File: src/verilog/selector_pkg.sv
/*
  selector_pkg: register word indexes, field codes, reset values,
  frequency constants and carriers of the setpoint source selector.
  assumes a word-addressed Avalon-MM slave with 32-bit data and
  frequencies in 0.01 Hz steps.
*/
package selector_pkg;
  localparam int unsigned FREQ_W = 16;
  localparam int unsigned OFS_W = FREQ_W + 2;
  localparam int unsigned ADDR_W = 4;
  localparam int unsigned DATA_W = 32;
  localparam int unsigned BE_W = DATA_W / 8;
  localparam int unsigned SRC_W = 4;
  localparam int unsigned BIND_W = 12;
  localparam int unsigned CH_W = 2;

  // word index; byte address is four times the index
  localparam logic [ADDR_W-1:0] IDX_STOP_MEM = 4'h0;
  localparam logic [ADDR_W-1:0] IDX_MOTOR_SET = 4'h1;
  localparam logic [ADDR_W-1:0] IDX_RAMP_REF = 4'h2;
  localparam logic [ADDR_W-1:0] IDX_CORR_BASE = 4'h3;
  localparam logic [ADDR_W-1:0] IDX_BINDING = 4'h4;
  localparam logic [ADDR_W-1:0] IDX_PROTOCOL = 4'h5;
  localparam logic [ADDR_W-1:0] IDX_PRESET = 4'h6;
  localparam logic [ADDR_W-1:0] IDX_MAX_FREQ = 4'h7;
  localparam logic [ADDR_W-1:0] IDX_MAIN_SRC = 4'h8;
  localparam logic [ADDR_W-1:0] IDX_STATUS = 4'h9;
  localparam logic [ADDR_W-1:0] IDX_SETPOINT = 4'hA;
  localparam logic [ADDR_W-1:0] IDX_TARGET = 4'hB;

  // field codes
  localparam logic STOP_NO_MEM = 1'b0;
  localparam logic STOP_MEM = 1'b1;
  localparam logic MOTOR_ONE = 1'b0;
  localparam logic MOTOR_TWO = 1'b1;
  localparam logic [1:0] RAMP_MAX = 2'h0;
  localparam logic [1:0] RAMP_SET = 2'h1;
  localparam logic [1:0] RAMP_100HZ = 2'h2;
  localparam logic CORR_OPER = 1'b0;
  localparam logic CORR_SET = 1'b1;
  localparam logic PROTO_MODBUS = 1'b0;
  localparam logic PROTO_FIELDBUS = 1'b1;

  // frequency source codes, one decimal digit each
  localparam logic [SRC_W-1:0] SRC_UNBOUND = 4'h0;
  localparam logic [SRC_W-1:0] SRC_DIGITAL = 4'h1;
  localparam logic [SRC_W-1:0] SRC_LAST = 4'h9;

  // command channels and their digit position in the binding word
  localparam logic [CH_W-1:0] CH_KEYPAD = 2'h0;
  localparam logic [CH_W-1:0] CH_TERMINAL = 2'h1;
  localparam logic [CH_W-1:0] CH_COMM = 2'h2;
  localparam int unsigned BIND_KEY_LSB = 0;
  localparam int unsigned BIND_TERM_LSB = 4;
  localparam int unsigned BIND_COMM_LSB = 8;

  // status word layout
  localparam int unsigned STAT_MOTOR_BIT = 0;
  localparam int unsigned STAT_BOUND_BIT = 1;
  localparam int unsigned STAT_RUN_BIT = 2;
  localparam int unsigned STAT_SRC_LSB = 4;

  // reset values and fixed frequencies, 0.01 Hz units
  localparam logic [FREQ_W-1:0] PRESET_RST = 16'h1388;
  localparam logic [FREQ_W-1:0] MAX_FREQ_RST = 16'h1388;
  localparam logic [FREQ_W-1:0] FREQ_100HZ = 16'h2710;

  typedef struct packed {
    logic up;
    logic down;
  } updown_t;

  typedef struct packed {
    logic motor_set;
    logic bound;
    logic [SRC_W-1:0] source;
  } drive_sel_t;

  typedef enum logic [1:0] {
    BUS_IDLE = 2'b01,
    BUS_ACK = 2'b10
  } bus_state_t;
endpackage : selector_pkg

File: src/verilog/pin_sync.sv
/*
  pin_sync: three-stage synchroniser for slow pins; the filtered
  level follows only when the second and third stages agree.
  assumes pins are asynchronous to core_clk.
*/
`timescale 1ns/1ns
module pin_sync #(
  parameter int unsigned WIDTH = 1
) (
  // clock and reset
  input wire logic core_clk,
  input wire logic sys_rst,
  // pins and filtered level
  input wire logic [WIDTH-1:0] pin,
  output logic [WIDTH-1:0] level
);
  logic [WIDTH-1:0] s1_ff;
  logic [WIDTH-1:0] s2_ff;
  logic [WIDTH-1:0] s3_ff;
  logic [WIDTH-1:0] level_ff;
  logic [WIDTH-1:0] nxt_level;

  always_comb begin
    nxt_level = (~(s2_ff ^ s3_ff) & s2_ff) | ((s2_ff ^ s3_ff) & level_ff);
  end

  always_ff @(posedge core_clk) begin
    if (sys_rst) begin
      s1_ff <= '0;
      s2_ff <= '0;
      s3_ff <= '0;
      level_ff <= '0;
    end else begin
      s1_ff <= pin;
      s2_ff <= s1_ff;
      s3_ff <= s2_ff;
      level_ff <= nxt_level;
    end
  end

  assign level = level_ff;
endmodule : pin_sync

File: src/verilog/freq_clamp.sv
/*
  freq_clamp: limits a signed frequency sum to zero .. limit.
  assumes limit is an unsigned frequency of the package width.
*/
`timescale 1ns/1ns
module freq_clamp (
  // signed sum and ceiling
  input wire logic signed [selector_pkg::OFS_W-1:0] value,
  input wire logic [selector_pkg::FREQ_W-1:0] limit,
  // limited frequency
  output logic [selector_pkg::FREQ_W-1:0] result
);
  import selector_pkg::*;

  logic signed [OFS_W-1:0] lim_s;

  always_comb begin
    lim_s = $signed(OFS_W'(limit));
    if (value < $signed(OFS_W'(0))) begin
      result = '0;
    end else if (value > lim_s) begin
      result = limit;
    end else begin
      result = value[FREQ_W-1:0];
    end
  end
endmodule : freq_clamp

File: src/verilog/setpoint_source_selector.sv
/*
  setpoint_source_selector: register file, frequency source choice,
  digital setpoint with up/down correction and stop memory, motor set
  choice, ramp reference and serial protocol selection.
  assumes run_active, cmd_channel, operating_freq, source_freq and
  keypad_updown come from logic on core_clk; terminal pins are async.
  // Contract
  // - no stop memory: reload preset setpoint, clear correction at each stop
  // - stop memory: keep setpoint and correction as they stood
  // - stop memory acts only while digital setting is the source
  // - motor set selector 0 picks set one, 1 picks set two
  // - terminal motor-set choice overrides the stored selector
  // - ramp reference: 0 maximum, 1 set frequency, 2 fixed 100Hz
  // - set-frequency reference follows every setpoint change
  // - up/down base: 0 operating frequency, 1 set frequency, digital only
  // - binding word: one digit per channel, keypad, terminal, comm
  // - bound source overrides the main frequency source
  // - several channels may bind the same source
  // - protocol selector 0 Modbus, 1 fieldbus adapter
  // - stop memory selector 0 discard, 1 retain, reset to 1
*/
`timescale 1ns/1ns
module setpoint_source_selector #(
  parameter logic [selector_pkg::FREQ_W-1:0] UPDOWN_STEP = 16'h0001
) (
  // clock and reset
  input wire logic core_clk,
  input wire logic sys_rst,
  // avalon-mm slave
  input wire logic [selector_pkg::ADDR_W-1:0] avs_address,
  input wire logic avs_read,
  input wire logic avs_write,
  input wire logic [selector_pkg::BE_W-1:0] avs_byteenable,
  input wire logic [selector_pkg::DATA_W-1:0] avs_writedata,
  output logic [selector_pkg::DATA_W-1:0] avs_readdata,
  output logic avs_waitrequest,
  // drive state
  input wire logic run_active,
  input wire logic [selector_pkg::CH_W-1:0] cmd_channel,
  input wire logic [selector_pkg::FREQ_W-1:0] operating_freq,
  input wire logic [selector_pkg::FREQ_W-1:0] source_freq,
  // keypad and input terminals
  input wire selector_pkg::updown_t keypad_updown,
  input wire selector_pkg::updown_t terminal_updown_pin,
  input wire logic motor_set_terminal_pin,
  input wire logic motor_terminal_assigned,
  // towards ramp and motor control
  output selector_pkg::drive_sel_t drive_sel,
  output logic [selector_pkg::FREQ_W-1:0] target_freq,
  output logic [selector_pkg::FREQ_W-1:0] ramp_ref_freq,
  output logic serial_protocol
);
  import selector_pkg::*;

  // binding digit of one command channel; codes above nine unbound
  function automatic logic [SRC_W-1:0] bind_digit(
    input logic [BIND_W-1:0] word,
    input logic [CH_W-1:0] ch
  );
    logic [SRC_W-1:0] d;
    d = SRC_UNBOUND;
    case (ch)
      CH_KEYPAD: d = word[BIND_KEY_LSB +: SRC_W];
      CH_TERMINAL: d = word[BIND_TERM_LSB +: SRC_W];
      CH_COMM: d = word[BIND_COMM_LSB +: SRC_W];
      default: d = SRC_UNBOUND;
    endcase
    bind_digit = (d > SRC_LAST) ? SRC_UNBOUND : d;
  endfunction : bind_digit

  // byte-lane merge of a 16-bit register
  function automatic logic [FREQ_W-1:0] merge16(
    input logic [FREQ_W-1:0] old,
    input logic [DATA_W-1:0] wd,
    input logic [BE_W-1:0] be
  );
    merge16 = {be[1] ? wd[15:8] : old[15:8], be[0] ? wd[7:0] : old[7:0]};
  endfunction : merge16

  function automatic logic signed [OFS_W-1:0] to_s(
    input logic [FREQ_W-1:0] f
  );
    to_s = $signed(OFS_W'(f));
  endfunction : to_s

  // terminal pins
  logic [2:0] term_level;
  logic term_up_lvl;
  logic term_dn_lvl;
  logic motor_term_lvl;

  pin_sync #(
    .WIDTH(3)
  ) u_term_sync (
    .core_clk(core_clk),
    .sys_rst(sys_rst),
    .pin({motor_set_terminal_pin, terminal_updown_pin.up, terminal_updown_pin.down}),
    .level(term_level)
  );

  assign motor_term_lvl = term_level[2];
  assign term_up_lvl = term_level[1];
  assign term_dn_lvl = term_level[0];

  // configuration registers and bus
  bus_state_t bus_state_ff, nxt_bus_state;
  logic wait_ff, nxt_wait;
  logic [DATA_W-1:0] rdata_ff, nxt_rdata;
  logic [DATA_W-1:0] rd_mux;
  logic stop_mem_ff, nxt_stop_mem;
  logic motor_sel_ff, nxt_motor_sel;
  logic [1:0] ramp_sel_ff, nxt_ramp_sel;
  logic corr_base_ff, nxt_corr_base;
  logic [BIND_W-1:0] binding_ff, nxt_binding;
  logic proto_ff, nxt_proto;
  logic [FREQ_W-1:0] preset_ff, nxt_preset;
  logic [FREQ_W-1:0] max_ff, nxt_max;
  logic [SRC_W-1:0] main_src_ff, nxt_main_src;

  // setpoint state
  logic [FREQ_W-1:0] dig_set_ff, nxt_dig_set;
  logic signed [OFS_W-1:0] offset_ff, nxt_offset;
  logic run_prev_ff;
  logic [1:0] term_prev_ff;

  // output state
  drive_sel_t sel_ff, nxt_sel;
  logic [FREQ_W-1:0] target_ff, nxt_target;
  logic [FREQ_W-1:0] ramp_ref_ff, nxt_ramp_ref;
  logic proto_out_ff;

  // source choice and correction path
  logic [SRC_W-1:0] bound_src;
  logic [SRC_W-1:0] eff_src;
  logic digital;
  logic stop_evt;
  logic ud_up;
  logic ud_dn;
  logic signed [OFS_W-1:0] corr_sum;
  logic signed [OFS_W-1:0] target_sum;
  logic [FREQ_W-1:0] corr_new;
  logic [FREQ_W-1:0] target_new;

  always_comb begin
    bound_src = bind_digit(binding_ff, cmd_channel);
    eff_src = (bound_src != SRC_UNBOUND) ? bound_src : main_src_ff;
    digital = (eff_src == SRC_DIGITAL);
    stop_evt = run_prev_ff & ~run_active;
    ud_up = keypad_updown.up | (term_up_lvl & ~term_prev_ff[1]);
    ud_dn = keypad_updown.down | (term_dn_lvl & ~term_prev_ff[0]);
  end

  // correction base: operating or set frequency
  always_comb begin
    corr_sum = (corr_base_ff == CORR_OPER) ? to_s(operating_freq) : to_s(target_ff);
    if (ud_up) begin
      corr_sum = corr_sum + to_s(UPDOWN_STEP);
    end else begin
      corr_sum = corr_sum - to_s(UPDOWN_STEP);
    end
    target_sum = digital ? (to_s(dig_set_ff) + offset_ff) : to_s(source_freq);
  end

  freq_clamp u_corr_clamp (
    .value(corr_sum),
    .limit(max_ff),
    .result(corr_new)
  );

  freq_clamp u_target_clamp (
    .value(target_sum),
    .limit(max_ff),
    .result(target_new)
  );

  // read mux
  always_comb begin
    rd_mux = '0;
    case (avs_address)
      IDX_STOP_MEM: rd_mux = DATA_W'(stop_mem_ff);
      IDX_MOTOR_SET: rd_mux = DATA_W'(motor_sel_ff);
      IDX_RAMP_REF: rd_mux = DATA_W'(ramp_sel_ff);
      IDX_CORR_BASE: rd_mux = DATA_W'(corr_base_ff);
      IDX_BINDING: rd_mux = DATA_W'(binding_ff);
      IDX_PROTOCOL: rd_mux = DATA_W'(proto_ff);
      IDX_PRESET: rd_mux = DATA_W'(preset_ff);
      IDX_MAX_FREQ: rd_mux = DATA_W'(max_ff);
      IDX_MAIN_SRC: rd_mux = DATA_W'(main_src_ff);
      IDX_STATUS: begin
        rd_mux[STAT_MOTOR_BIT] = sel_ff.motor_set;
        rd_mux[STAT_BOUND_BIT] = sel_ff.bound;
        rd_mux[STAT_RUN_BIT] = run_prev_ff;
        rd_mux[STAT_SRC_LSB +: SRC_W] = sel_ff.source;
      end
      IDX_SETPOINT: rd_mux = DATA_W'(dig_set_ff);
      IDX_TARGET: rd_mux = DATA_W'(target_ff);
      default: rd_mux = '0;
    endcase
  end

  // bus handshake and register writes
  always_comb begin
    logic [FREQ_W-1:0] wv;
    wv = merge16(rd_mux[FREQ_W-1:0], avs_writedata, avs_byteenable);
    nxt_bus_state = bus_state_ff;
    nxt_wait = wait_ff;
    nxt_rdata = rdata_ff;
    nxt_stop_mem = stop_mem_ff;
    nxt_motor_sel = motor_sel_ff;
    nxt_ramp_sel = ramp_sel_ff;
    nxt_corr_base = corr_base_ff;
    nxt_binding = binding_ff;
    nxt_proto = proto_ff;
    nxt_preset = preset_ff;
    nxt_max = max_ff;
    nxt_main_src = main_src_ff;
    case (bus_state_ff)
      BUS_IDLE: begin
        if (avs_read || avs_write) begin
          nxt_bus_state = BUS_ACK;
          nxt_wait = 1'b0;
          nxt_rdata = avs_read ? rd_mux : '0;
        end
      end
      BUS_ACK: begin
        nxt_bus_state = BUS_IDLE;
        nxt_wait = 1'b1;
        if (avs_write) begin
          case (avs_address)
            IDX_STOP_MEM: nxt_stop_mem = wv[0];
            IDX_MOTOR_SET: nxt_motor_sel = wv[0];
            IDX_RAMP_REF: nxt_ramp_sel = wv[1:0];
            IDX_CORR_BASE: nxt_corr_base = wv[0];
            IDX_BINDING: nxt_binding = wv[BIND_W-1:0];
            IDX_PROTOCOL: nxt_proto = wv[0];
            IDX_PRESET: nxt_preset = wv;
            IDX_MAX_FREQ: nxt_max = wv;
            IDX_MAIN_SRC: nxt_main_src = wv[SRC_W-1:0];
            default: nxt_main_src = main_src_ff;
          endcase
        end
      end
      default: begin
        nxt_bus_state = BUS_IDLE;
        nxt_wait = 1'b1;
      end
    endcase
  end

  always_ff @(posedge core_clk) begin
    if (sys_rst) begin
      bus_state_ff <= BUS_IDLE;
      wait_ff <= 1'b1;
      rdata_ff <= '0;
      stop_mem_ff <= STOP_MEM;
      motor_sel_ff <= MOTOR_ONE;
      ramp_sel_ff <= RAMP_MAX;
      corr_base_ff <= CORR_OPER;
      binding_ff <= '0;
      proto_ff <= PROTO_MODBUS;
      preset_ff <= PRESET_RST;
      max_ff <= MAX_FREQ_RST;
      main_src_ff <= SRC_DIGITAL;
    end else begin
      bus_state_ff <= nxt_bus_state;
      wait_ff <= nxt_wait;
      rdata_ff <= nxt_rdata;
      stop_mem_ff <= nxt_stop_mem;
      motor_sel_ff <= nxt_motor_sel;
      ramp_sel_ff <= nxt_ramp_sel;
      corr_base_ff <= nxt_corr_base;
      binding_ff <= nxt_binding;
      proto_ff <= nxt_proto;
      preset_ff <= nxt_preset;
      max_ff <= nxt_max;
      main_src_ff <= nxt_main_src;
    end
  end

  // digital setpoint, stop memory and up/down correction
  always_comb begin
    nxt_dig_set = dig_set_ff;
    nxt_offset = offset_ff;
    if (stop_evt && digital && (stop_mem_ff == STOP_NO_MEM)) begin
      nxt_dig_set = preset_ff;
      nxt_offset = '0;
    end else if (digital && (ud_up ^ ud_dn)) begin
      nxt_offset = to_s(corr_new) - to_s(dig_set_ff);
    end
    // with memory on, a stop leaves both untouched
  end

  always_ff @(posedge core_clk) begin
    if (sys_rst) begin
      dig_set_ff <= PRESET_RST;
      offset_ff <= '0;
      run_prev_ff <= 1'b0;
      term_prev_ff <= '0;
    end else begin
      dig_set_ff <= nxt_dig_set;
      offset_ff <= nxt_offset;
      run_prev_ff <= run_active;
      term_prev_ff <= {term_up_lvl, term_dn_lvl};
    end
  end

  // selections towards ramp and motor control
  always_comb begin
    nxt_sel.source = eff_src;
    nxt_sel.bound = (bound_src != SRC_UNBOUND);
    nxt_sel.motor_set = motor_terminal_assigned ? motor_term_lvl : motor_sel_ff;
    nxt_target = target_new;
    case (ramp_sel_ff)
      RAMP_MAX: nxt_ramp_ref = max_ff;
      RAMP_SET: nxt_ramp_ref = target_new;
      RAMP_100HZ: nxt_ramp_ref = FREQ_100HZ;
      default: nxt_ramp_ref = max_ff;
    endcase
  end

  always_ff @(posedge core_clk) begin
    if (sys_rst) begin
      sel_ff <= '0;
      target_ff <= '0;
      ramp_ref_ff <= MAX_FREQ_RST;
      proto_out_ff <= PROTO_MODBUS;
    end else begin
      sel_ff <= nxt_sel;
      target_ff <= nxt_target;
      ramp_ref_ff <= nxt_ramp_ref;
      proto_out_ff <= proto_ff;
    end
  end

  assign avs_readdata = rdata_ff;
  assign avs_waitrequest = wait_ff;
  assign drive_sel = sel_ff;
  assign target_freq = target_ff;
  assign ramp_ref_freq = ramp_ref_ff;
  assign serial_protocol = proto_out_ff;
endmodule : setpoint_source_selector

File: config.mk
export PLATFORM = sky130hd
export DESIGN_NAME = setpoint_source_selector
export DESIGN_NICKNAME = d
export VERILOG_FILES = /design/src/verilog/selector_pkg.sv /design/src/verilog/pin_sync.sv /design/src/verilog/freq_clamp.sv /design/src/verilog/setpoint_source_selector.sv
export SDC_FILE = /design/constraint.sdc
export NUM_CORES = 1
export LEC_CHECK = 0
export ABC_AREA = 1
export BUFFER_PORTS_ARGS = -buffer_cell sky130_fd_sc_hd__buf_2
export CORE_UTILIZATION = 50
export CTS_BUF_LIST = sky130_fd_sc_hd__clkbuf_16
export DETAILED_ROUTE_END_ITERATION = 7
export PLACE_DENSITY = 0.84
export SLEW_MARGIN = 15
export SYNTH_ARGS = -nofsm -noshare
export SYNTH_HDL_FRONTEND = slang
export SYNTH_SLANG_ARGS = --single-unit
export TNS_END_PERCENT = 10
File: constraint.sdc
create_clock -name core_clk -period 7.5 [get_ports core_clk]
set_clock_uncertainty 0.15 [all_clocks]
set_input_delay 1.125 -clock core_clk [delete_from_list [all_inputs] [get_ports core_clk]]
set_output_delay 1.125 -clock core_clk [all_outputs]
set_load 0.03 [all_outputs]
Word-level counts from Yosys, hierarchy flattened. Index checks and enable logic that the tools add are counted.

Add/subtract/negate cells: 4. Multipliers: 0. Divide/modulo/power cells: 0. Order comparisons: 5. Equality and inequality tests: 18. Shift-type cells: 0. Mux-type cells: 19. Bitwise operators: 16. Reductions and logical operators: 19.

Operator list (count): two-way mux 16 bit (5); case mux 8 bit (5 select lines) (1); greater-than comparator 18 x 17 -> 1 bit (2); < comparator 18 x 1 -> 1 bit, second input constant (2); two-way mux 18 bit (2); case mux 3 bit (12 select lines) (1); two-way mux 32 bit (1); case mux 16 bit (2 select lines) (1); AND reduction 3 bit (9); case mux 4 bit (6 select lines) (1); adder 17 x 18 -> 18 bit (1); adder 16 x 1 -> 17 bit, second input constant (1); subtractor 16 x 1 -> 17 bit, second input constant (1); subtractor 16 x 16 -> 17 bit (1); == test 4 x 3 -> 1 bit, second input constant (4); == test 4 bit, second input constant (4); two-way mux 8 bit (2); case mux 4 bit (3 select lines) (1); == test 4 x 1 -> 1 bit, second input constant (2); == test 4 x 2 -> 1 bit, second input constant (2); two-way mux 4 bit (2); bitwise AND 3 bit (2); == test 2 x 1 -> 1 bit, second input constant (3); == test 2 bit, second input constant (3); other kinds (17) (27).

Flip-flop bits (word level): 177. Latch bits: 0. RAM bits: 0. Bits in read-only memories: 0. Bits of input ports: 85. Output and inout port bits: 72. Logic and storage cells: 107. Memories: 0.

Logic depth before layout (Yosys ltp). Gate-level depths: netlist (run 1).

Depth in word-level cells: 12. Mapped depth: 43. Depth with buffers taken out: 41.

Cells and area by module. Synthesis (run 1) repeated with hierarchy kept, for this count alone.

Cells, all modules: 1676. Area total of the unflattened synthesis: 10829.1 µm².

By module, submodules not included: setpoint_source_selector (instances 1, cells an instance 1297, area an instance 8757.1 µm², sequential area each 2942.8 µm²); freq_clamp (instances 2, cells an instance 169, area an instance 842.1 µm², sequential area each 0.0 µm²); pin_sync (instances 1, cells an instance 41, area an instance 387.9 µm², sequential area each 240.2 µm²).

Worst setup path after synthesis (run 1). OpenSTA, ideal clock, no wires.

Path type: in2reg. Start point: in operating_freq[0] in the netlist's numbering. End point: reg offset_ff[13]. Library setup time: 120 ps. Arrival: 5309 ps. Required time: 7230 ps. Slack: 1921 ps. Stages on the path: 39. Buffers on the path: 1. Path through: o21ai_2 -> inv_1 -> ha_1 -> nand2_1 -> nor2_1 -> nand3_1 -> nor3_1 -> nand2_1 -> nor3_1 -> and3_1 -> or2_2 -> xor2_1 -> inv_1 -> ha_1 -> nand2_1 -> nor3_1 -> nand2_1 -> o211ai_1 -> (+3 left out) -> buf_2 -> nand3_1 -> o21ai_0 -> ha_1 -> nand2_1 -> nor2_1 -> a211oi_1 -> o21ai_0 -> nand2_1 -> nand2_1 -> nand2_1 -> nand2_1 -> nand2_1 -> nand2_1 -> nand2_1 -> nand2_1 -> xor2_1 -> a21oi_1.

Cells in the longest elaborated chain, start to end: 7. Elaborated cells between the ends (all ways): 9. Those cells by class: add/sub: 3; order compare: 2; mux: 4.

Ends and longest elaborated chain: start, declared (line setpoint_source_selector.sv:40) `input wire logic [selector_pkg::FREQ_W-1:0] operating_freq,`; two-way mux 16 bit * (line setpoint_source_selector.sv:155) `corr_sum = (corr_base_ff == CORR_OPER) ? to_s(operating_freq) : to_s(target_ff);`; subtractor 16 x 1 -> 17 bit or adder 16 x 1 -> 17 bit (tied branches) (line setpoint_source_selector.sv:159, setpoint_source_selector.sv:157); two-way mux 18 bit * (line setpoint_source_selector.sv:156) `if (ud_up) begin`; greater-than comparator 18 x 17 -> 1 bit (line freq_clamp.sv:21) `end else if (value > lim_s) begin`; two-way mux 16 bit (line freq_clamp.sv:21); two-way mux 16 bit * (line freq_clamp.sv:19) `if (value < $signed(OFS_W'(0))) begin`; subtractor 16 x 16 -> 17 bit * (line setpoint_source_selector.sv:288) `nxt_offset = to_s(corr_new) - to_s(dig_set_ff);`; end signal, assigned (line setpoint_source_selector.sv:301) `offset_ff <= nxt_offset;`; end, declared (line setpoint_source_selector.sv:122) `logic signed [OFS_W-1:0] offset_ff, nxt_offset;`.

Every way passes the cells marked *; elsewhere a longest branch is shown, timed or not. A chain may end at the register's enable or synchronous reset.

Worst setup path in the final report (run 1).
Start point: in operating_freq[0] in the netlist's numbering. End point: reg offset_ff[12].

Same word-level chain as after synthesis.

==> results of run 1 <==
worst max-delay path: cells and delay by family:
family | cells | cell delay, ps
adders and majority gates | 3 | 820
buffers and inverters | 4 | 530
and+or+nand+nor | 15 | 2050
xor gates and xnor gates | 2 | 370
AOI/OAI and AO/OA | 9 | 1570
routing by layer:
metal | global-route usage | vias to the layer above | share of wire
li1 | - | 5026 | -
met1 | 0.412 | 4605 | 0.42
met2 | 0.513 | 493 | 0.45
met3 | 0.0663 | 72 | 0.095
met4 | 0.124 | 0 | 0.030
met5 | 0 | - | 0
Yosys cell counts, types with 8 or more instances:
cell,instances
a21oi_1,161
a221oi_1,8
and3_1,8
buf_2,9
buf_4,20
clkbuf_1,29
dfxtp_1,159
ha_1,68
inv_1,182
inv_2,10
nand2_1,277
nand2_2,12
nand3_1,49
nand4_1,25
nor2_1,104
nor3_1,8
o211ai_1,11
o21ai_0,141
o21ai_1,23
o22ai_1,16
or2_1,10
xnor2_1,15
xor2_1,27
sequential cells by signal (all words and copies together) (netlist names), 2 cells and up, named ones only:
register,flops
offset_ff,17
target_freq,16
term_prev_ff,2
binding_ff,12
avs_readdata,16
max_ff,16
u_term_sync.s1_ff,3
preset_ff,16
ramp_ref_freq,16
dig_set_ff,16
u_term_sync.s3_ff,3
drive_sel,6
u_term_sync.s2_ff,3
ramp_sel_ff,2
main_src_ff,4
bus_state_ff,2
cell type report:
type	count	area share
clock buffer	17	0.0377
clock inverter	15	0.00977
inverter	194	0.0646
multi-input combinational	1047	0.516
sequential	159	0.282
tap	265	0.0294
timing repair buffer	131	0.0602
metrics by stage:
step | instances | utilization | area (um2) | power [mW]
final | 1828 | 0.575 | 11300 | 2.38
after global routing | 1828 | 0.575 | 11300 | 2.49
after CTS | 1828 | 0.575 | 11300 | 2.36
after detailed placement | 1796 | 0.548 | 10700 | 1.56
after global placement | 1796 | 0.548 | 10700 | 1.55
after floorplan | 1468 | - | 10100 | 1.39
power breakdown:
group / internal [mW] / leakage [nW] / switching (mW) / total [mW]
Clock: 0.426 / 0.267 / 0.389 / 0.816
Sequential: 0.887 / 1.29 / 0.0262 / 0.914
Combinational: 0.202 / 3.89 / 0.446 / 0.647
Total: 1.52 / 5.45 / 0.861 / 2.38
how the worst max path moves through the flow:
stage / cells past startpoint / slack, ps / endpoint
finish: 33 / 1170 / offset_ff[12]
global route: 36 / 730 / offset_ff[13]
CTS: 33 / 1300 / offset_ff[12]
detailed placement: 33 / 890 / offset_ff[12]
global placement: 39 / 970 / offset_ff[13]
floorplan: 39 / 1920 / offset_ff[13]
cell usage in the layout (no fill, tap or decap), drive strengths merged, types with 7 or more instances in the layout:
master and n:
nand2 289, inv 199, o21ai 165, a21oi 161, dfxtp 159, buf 131
nor2 109, ha 68, nand3 55, xor2 27, nand4 25, clkbuf 17
o22ai 16, conb 16, xnor2 15, or2 12, o211ai 11, nor3 9
clkinv 9, and3 8, a221oi 8, a211oi 7, mux2i 7
logic make-up after synthesis:
group | Yosys count
fa+ha+maj | 70
buf+inv | 262
compound gates | 396
flops | 159
other cells | 1
xor+xnor | 42
simple gates | 516
mux | 7
==> flow_metrics.py, run 1 <==
metrics = {
    "outcome": {
        "status": "finished, final reports clean",
    },
    "grt": {
        "grt-ovfl-total": 0,
        "grt_pass1_wl_um": 48800,
        "grt_max_degree": 69,
        "grtUsageTotal": 0.317,
        "grt_pass1_vias": 9185,
        "antenna_found_initial": 1,
    },
    "critical_path": {
        "path_class": "primary input to flip-flop",
        "crit_top_cell": "nand2_1",
        "arrival_ps": 6490,
        "critPathMaxStageDelay_ps": 370,
        "crit_path_max_fanout": 20,
        "start_kind": "primary input",
        "reg2reg_slack_ps": 1210,
        "required_ps": 7670,
        "startpoint": "operating_freq[0]",
        "rr_startpoint": "corr_base_ff",
        "cp_slowest_cell": "ha_1",
        "reg2reg_depth": 33,
        "cp-end-kind": "flip-flop",
        "timing.rr.end": "offset_ff[12]",
    },
    "synthesis": {
        "synth_xor_area_frac": 0.0366,
        "synth_area_leaders": "dfxtp_1, nand2_1, ha_1, a21oi_1, o21ai_0",
        "synth_top_area_frac": 0.317,
        "synthFlopType": "dfxtp_1",
        "ys_warn_count": 0,
        "syn_area_um2": 10000,
        "synth_compound_gate_area_share": 0.215,
        "synth_fa_ha_area_frac": 0.0887,
        "synth_mux_area_frac": 0.00698,
        "synth_edf_count": 0,
        "syn_area_per_cell_um2": 6.91,
        "synth-async-reset-ratio": 0,
        "synth_top_family_by_area": "simple AND/OR/NAND/NOR gates",
        "syn_inst": 1453,
        "seq_area_frac_synth": 0.317,
        "synth-simple-area-share": 0.226,
        "synth_cell_types": 50,
        "netlist.top_cell.by_area": "dfxtp_1",
        "synth.ff_latch_count": 159,
    },
    "timing": {
        "hold_viol_final": 0,
        "fmax_mhz": 158,
        "setup_ws_ps": 1170,
        "maxSlewHeadroom": 0.399,
        "min_period_ps": 6330,
        "worst_pin_slew_ps": 898,
        "holdWs_ps": 253,
        "rsz0062_at_grt": "no",
        "setup_violations": 0,
        "setup-tns-final_ps": 0,
        "finalMaxSlewViolations": 0,
        "period_share": 0.843,
    },
    "power": {
        "leakage_nw": 5.45,
        "p_per_area_nw_per_um2": 211,
        "ir_drop_v": 0.000174,
    },
    "finish": {
        "fin_nets": 1705,
        "drive_above_1_share": 0.128,
        "area_delta_synth_final_pct": 12.3,
        "regArea_um2": 3180,
        "n_fill_cell": 1892,
        "multi_input_area_um2": 5810,
        "antenna_cells": 0,
    },
    "floorplan": {
        "fp.coreArea_um2": 19600,
        "die_h_um": 144,
        "die_area_um2": 20600,
        "die_x_um": 144,
        "ios": 157,
        "std_cell_rows": 51,
        "initial_core_util": 0.512,
    },
    "clock_network": {
        "cts.path.max_buffers": 2,
        "root_buffer": "clkbuf_16",
        "cts_max_level": 4,
        "cts_resized": 0,
        "clock_sinks": 159,
        "clock_latency_ps": 460,
        "path_clk_slew_ps": 60,
        "cts_tree": "done",
        "cts_buffers": 17,
        "postCtsSetupRepairBufs": 0,
        "postCtsHoldBufs": 0,
    },
    "detailed_routing": {
        "drt_wl_total_um": 32000,
        "first_pass_iters": 7,
        "final_antenna_net_count": 0,
        "drc": 0,
        "post_drt_wl_per_cell_um": 17.5,
        "dr_total_vias": 10196,
        "first_iter_violations": 1032,
        "routed_via_density": 5.58,
    },
    "place": {
        "portBuffers": 122,
        "dp_hpwl_um": 25000,
        "gp_congestion": 1.03,
        "pre_cts_slack_ps": 891,
    },
    "hold_path": {
        "worstHoldPathCells": 2,
        "holdPathEnd": "u_term_sync.s2_ff[0]",
        "worstHoldStart": "u_term_sync.s1_ff[0]",
        "hold_path.class": "flip-flop to flip-flop",
    },
    "job": {
        "drv_cap": 0,
    },
}
Power figures use the tool's default switching activity.
==> run 2, diff against run 1 <==
PLACE_DENSITY = 0.87   (was 0.84)
clock period = 5.5 ns   (was 7.5 ns; I/O delays follow)
==> run 2 against run 1 <==
Compared with the run above:
- worst hold slack about the same
- total power increased by 43%
- routed wire length increased by 3.1%
==> flow_metrics.py, run 2 (synthesis results as in run 1) <==
metrics = {
    "outcome": {
        "status": "finished, final reports clean",
    },
    "power": {
        "swShare": 0.369,
        "p_clk_frac": 0.346,
        "p_seq_frac": 0.368,
        "p_switching_mw": 1.25,
        "comb_power_share": 0.285,
        "p_per_area_nw_per_um2": 285,
        "leakage_nw": 5.76,
        "internal_power_mw": 2.14,
        "ir_drop_v": 0.000240,
    },
    "finish": {
        "fin_nets": 1761,
        "postLayoutCellArea_um2": 11900,
        "area_delta_synth_final_pct": 18.3,
        "drive_above_1_share": 0.173,
        "largest_reg_flops": 17,
        "final_cell_mix": "nand2_1, inv_1, dfxtp_1",
        "antenna_cells": 0,
        "top_register": "offset_ff",
        "mostFrequentLayoutCell": "nand2_1",
        "final_cells": 1884,
    },
    "detailed_routing": {
        "final_antenna_net_count": 0,
        "first_pass_iters": 8,
        "first_iter_violations": 1224,
        "dr_total_vias": 10893,
        "routed_via_density": 5.78,
        "drt_wl_total_um": 32900,
        "drc": 0,
        "post_drt_wl_per_cell_um": 17.5,
    },
    "floorplan": {
        "ios": 157,
        "initial_core_util": 0.512,
        "fp.coreArea_um2": 19600,
        "die_area_um2": 20600,
        "std_cell_rows": 51,
        "die_h_um": 144,
        "die_x_um": 144,
    },
    "timing": {
        "period_share": 0.933,
        "fmax_mhz": 195,
        "finalMaxSlewViolations": 0,
        "min_period_ps": 5130,
        "setup_violations": 0,
        "maxSlewHeadroom": 0.288,
        "hold_viol_final": 0,
        "worst_pin_slew_ps": 1070,
        "setup_ws_ps": 371,
        "rsz0062_at_grt": "yes",
    },
    "place": {
        "dp_hpwl_um": 25400,
        "post-place-cells": 1847,
        "pre_cts_slack_ps": -209,
        "postPlaceCellArea_um2": 11100,
        "portBuffers": 122,
        "gp_congestion": 1.05,
    },
    "clock_network": {
        "cts.path.max_buffers": 2,
        "clock_sinks": 159,
        "root_buffer": "clkbuf_16",
        "path_clk_slew_ps": 70,
        "clock_latency_ps": 450,
        "cts_buffers": 17,
        "cts_tree": "done",
        "cts_max_level": 4,
    },
    "critical_path": {
        "crit_path_max_fanout": 10,
        "start_kind": "flip-flop",
        "path_class": "flip-flop to flip-flop",
        "required_ps": 5680,
        "rr_startpoint": "corr_base_ff",
        "timing.rr.end": "offset_ff[16]",
        "crit_top_cell": "nand2_1",
        "cp_slowest_cell": "dfxtp_4",
        "reg2reg_slack_ps": 370,
        "arrival_ps": 5310,
        "crit_family": "simple AND/OR/NAND/NOR gates",
        "cp-end-kind": "flip-flop",
        "reg2reg_depth": 36,
        "critPathMaxStageDelay_ps": 410,
        "crit_buf_inv": 10,
    },
    "grt": {
        "grt_pass1_vias": 9802,
        "grt_pass1_wl_um": 50600,
        "antenna_found_initial": 0,
        "grt-ovfl-total": 0,
        "grt_max_degree": 69,
        "grtUsageTotal": 0.323,
    },
    "hold_path": {
        "hold_path.class": "flip-flop to flip-flop",
        "worstHoldPathCells": 2,
        "worstHoldStart": "u_term_sync.s1_ff[1]",
        "holdPathEnd": "u_term_sync.s2_ff[1]",
    },
    "job": {
        "drv_cap": 0,
    },
}
## run 2: cell types whose count changed in the layout (fill, tap and decap cells not counted), sizes merged
cell	delta
buf	+56
## run 2: worst max path at each step
stage                            from             to  cells past startpoint
finish                   corr_base_ff  offset_ff[16]                     36
global route             corr_base_ff  offset_ff[13]                     41
CTS                      corr_base_ff  offset_ff[12]                     30
detailed placement  operating_freq[0]  offset_ff[12]                     31
global placement    operating_freq[1]  offset_ff[16]                     31
floorplan           operating_freq[0]  offset_ff[13]                     39
## run 2: through the flow
stage               power, mW  setup TNS (ps)  hold WS [ps]   util
global placement         2.16            -590           240  0.568
detailed placement       2.19           -1100           246  0.568
global route             3.53            -431           261  0.606
floorplan                1.90               0           238      -
finish                   3.39               0           253  0.606
CTS                      3.34               0           254  0.598
## run 2: tightest hold or removal path, cell delays in order, from the launching register on
cell and delay (ps):
dfxtp_1 300, inv_1 40, nor2_1 30
## run 2: repair_timing
action / 4_1_cts / 5_1_grt
hold buffers: 0 / 0
buffers inserted: 0 / 5
gates resized for setup: 0 / 33
endpoints found under the setup margin: 0 / 13
## run 2: final cells by class
| cell class | instances | area (um2) |
|---|---|---|
| well taps | 265 | 332 |
| inverters | 194 | 728 |
| clock buffers | 17 | 425 |
| fillers | 1695 | 7720 |
| repair buffers | 187 | 1110 |
| flip-flops and latches | 159 | 3190 |
| clock inverters | 15 | 166 |
| multi-input cells | 1047 | 5920 |
## run 2: power by group through the flow
stage	sequential, mW	combinational, mW	clock [mW]
6_report	1.25	0.967	1.17
5_1_grt	1.25	1.05	1.23
4_1_cts	1.25	0.921	1.17
3_5_place_dp	1.27	0.913	0
3_3_place_gp	1.27	0.894	0
2_1_floorplan	1.33	0.568	0
## run 2: per-layer routing
| metal | vias to the layer above | track usage | routed length (um) |
|---|---|---|---|
| met2 | 706 | 0.515 | 14500 |
| met3 | 128 | 0.0623 | 3750 |
| met4 | 2 | 0.181 | 1780 |
| li1 | 5125 | - | - |
| met5 | - | 0 | 39 |
| met1 | 4932 | 0.409 | 12900 |
==> run 3, diff against run 2 <==
CELL_PAD_IN_SITES_DETAIL_PLACEMENT = 0   (was not set)
CELL_PAD_IN_SITES_GLOBAL_PLACEMENT = 1   (was not set)
CORE_UTILIZATION = 37   (was 50)
PLACE_DENSITY = 0.89   (was 0.87)
==> run 3 against run 2 <==
Compared with the run above:
- sequential cell count did not move
- fmax fell by 1.4%
- cell count up 4.7%
- non-clock buffer count grew 19
- count of clock-buffer cells in the layout stayed put
- utilization is 14 points lower
- via count shrank 4.7%
- global-route usage is 7.6 points lower
- highest routed layer is now met4
- setup slack lost 71 ps
- sequential share of layout area decreased by 0.82 points
- critical path depth rose by 3
- register-to-register slack worse by 70 ps
==> flow_metrics.py, run 3 (synthesis results as in run 1) <==
metrics = {
    "place": {
        "portBuffers": 122,
        "dp_hpwl_um": 27600,
        "gp_congestion": 0.964,
        "post-place-cells": 1929,
    },
    "timing": {
        "maxSlewHeadroom": 0.409,
        "finalMaxSlewViolations": 0,
        "setup_violations": 0,
        "holdWs_ps": 255,
        "rsz0062_at_grt": "yes",
        "period_share": 0.945,
        "worst_pin_slew_ps": 885,
        "fmax_mhz": 192,
        "min_period_ps": 5200,
        "hold_viol_final": 0,
    },
    "finish": {
        "largest_reg_flops": 17,
        "final_util": 0.465,
        "final_cells": 1973,
        "fin_nets": 1780,
        "top_register": "offset_ff",
        "area_delta_synth_final_pct": 22.0,
        "mostFrequentLayoutCell": "nand2_1",
        "final_cell_mix": "nand2_1, inv_1, a21oi_1, dfxtp_1, o21ai_0",
        "antenna_cells": 0,
        "drive_above_1_share": 0.198,
    },
    "critical_path": {
        "crit_path_max_fanout": 7,
        "start_kind": "flip-flop",
        "path_class": "flip-flop to flip-flop",
        "crit_buf_inv": 5,
        "rr_startpoint": "corr_base_ff",
        "critPathMaxStageDelay_ps": 380,
        "crit_top_cell": "nand2_1",
        "arrival_ps": 5410,
        "timing.rr.end": "offset_ff[13]",
        "crit_family": "simple AND/OR/NAND/NOR gates",
        "required_ps": 5710,
        "reg2reg_depth": 39,
        "cp_slowest_cell": "dfxtp_4",
        "cp-end-kind": "flip-flop",
        "reg2reg_slack_ps": 300,
    },
    "hold_path": {
        "hold_path.class": "flip-flop to flip-flop",
        "holdPathEnd": "u_term_sync.s2_ff[2]",
        "worstHoldPathCells": 2,
        "worstHoldStart": "u_term_sync.s1_ff[2]",
    },
    "floorplan": {
        "die_h_um": 167,
        "die_x_um": 167,
        "initial_core_util": 0.381,
        "ios": 157,
        "fp.coreArea_um2": 26400,
        "std_cell_rows": 59,
        "die_area_um2": 27800,
    },
    "grt": {
        "grt_pass1_vias": 9332,
        "antenna_found_initial": 0,
        "grt_pass1_wl_um": 52500,
        "grt_max_degree": 68,
        "grtUsageTotal": 0.247,
        "grt-ovfl-total": 0,
    },
    "job": {
        "drv_cap": 0,
    },
    "clock_network": {
        "cts_max_level": 4,
        "cts_buffers": 17,
        "clock_latency_ps": 440,
        "cts.path.max_buffers": 2,
        "path_clk_slew_ps": 70,
        "cts_tree": "done",
        "clock_sinks": 159,
        "postCtsHoldBufs": 0,
        "root_buffer": "clkbuf_16",
    },
    "power": {
        "swShare": 0.365,
        "p_switching_mw": 1.26,
        "p_clk_frac": 0.352,
        "p_seq_frac": 0.361,
        "p_per_area_nw_per_um2": 282,
        "ir_drop_v": 0.000158,
        "internal_power_mw": 2.19,
        "leakage_nw": 5.90,
        "comb_power_share": 0.287,
    },
    "outcome": {
        "status": "finished, final reports clean",
    },
    "detailed_routing": {
        "final_antenna_net_count": 0,
        "drc": 0,
        "drt_wl_total_um": 34700,
        "post_drt_wl_per_cell_um": 17.6,
        "first_iter_violations": 957,
        "dr_total_vias": 10379,
        "first_pass_iters": 5,
        "routed_via_density": 5.26,
    },
}
==> run 3: power groups by stage <==
stage	combinational [mW]	clock (mW)	sequential (mW)
finish	0.990	1.22	1.25
global route	1.08	1.27	1.25
CTS	0.941	1.23	1.25
detailed placement	0.936	0	1.27
global placement	0.925	0	1.27
floorplan	0.568	0	1.33
==> run 3: worst max path at each step <==
stage,start,to,depth (start not counted)
floorplan,operating_freq[0],offset_ff[13],39
global placement,operating_freq[1],offset_ff[12],31
detailed placement,operating_freq[1],offset_ff[12],31
CTS,corr_base_ff,offset_ff[12],32
global route,corr_base_ff,offset_ff[13],36
finish,corr_base_ff,offset_ff[13],39
==> run 3: layout make-up <==
cell class	count	area, um2
clock buffer	17	425
fill	2668	14100
inverter	194	728
multi-input combinational	1047	6060
sequential	159	3190
clock inverter	15	174
timing repair buffer	206	1260
tap	335	419
==> run 3: routing by layer <==
metal,track usage,vias up,share of wire
li1,-,5158,-
met4,0.105,0,0.034
met2,0.385,381,0.44
met3,0.0544,67,0.073
met5,0,-,0
met1,0.329,4773,0.45
==> run 3: tightest hold or removal path: stages (launching register included) <==
cell and delay, ps:
dfxtp_1 300, inv_1 40, nor2_1 30
==> run 3: per-stage QoR <==
step / setup TNS (ps) / setup WS, ps / power, mW / instance area (um2)
floorplan: 0 / 221 / 1.90 / 10100
global placement: -1270 / -242 / 2.20 / 11300
detailed placement: -2170 / -359 / 2.21 / 11300
CTS: 0 / 70.3 / 3.42 / 11900
global route: -1060 / -213 / 3.60 / 12200
finish: 0 / 300 / 3.45 / 12200
==> run 3: what timing repair did <==
action	in CTS	in global routing
pin swaps	0	37
setup endpoints to repair	7	13
cloned	0	0
resized for setup	3	71
buffers inserted	0	12
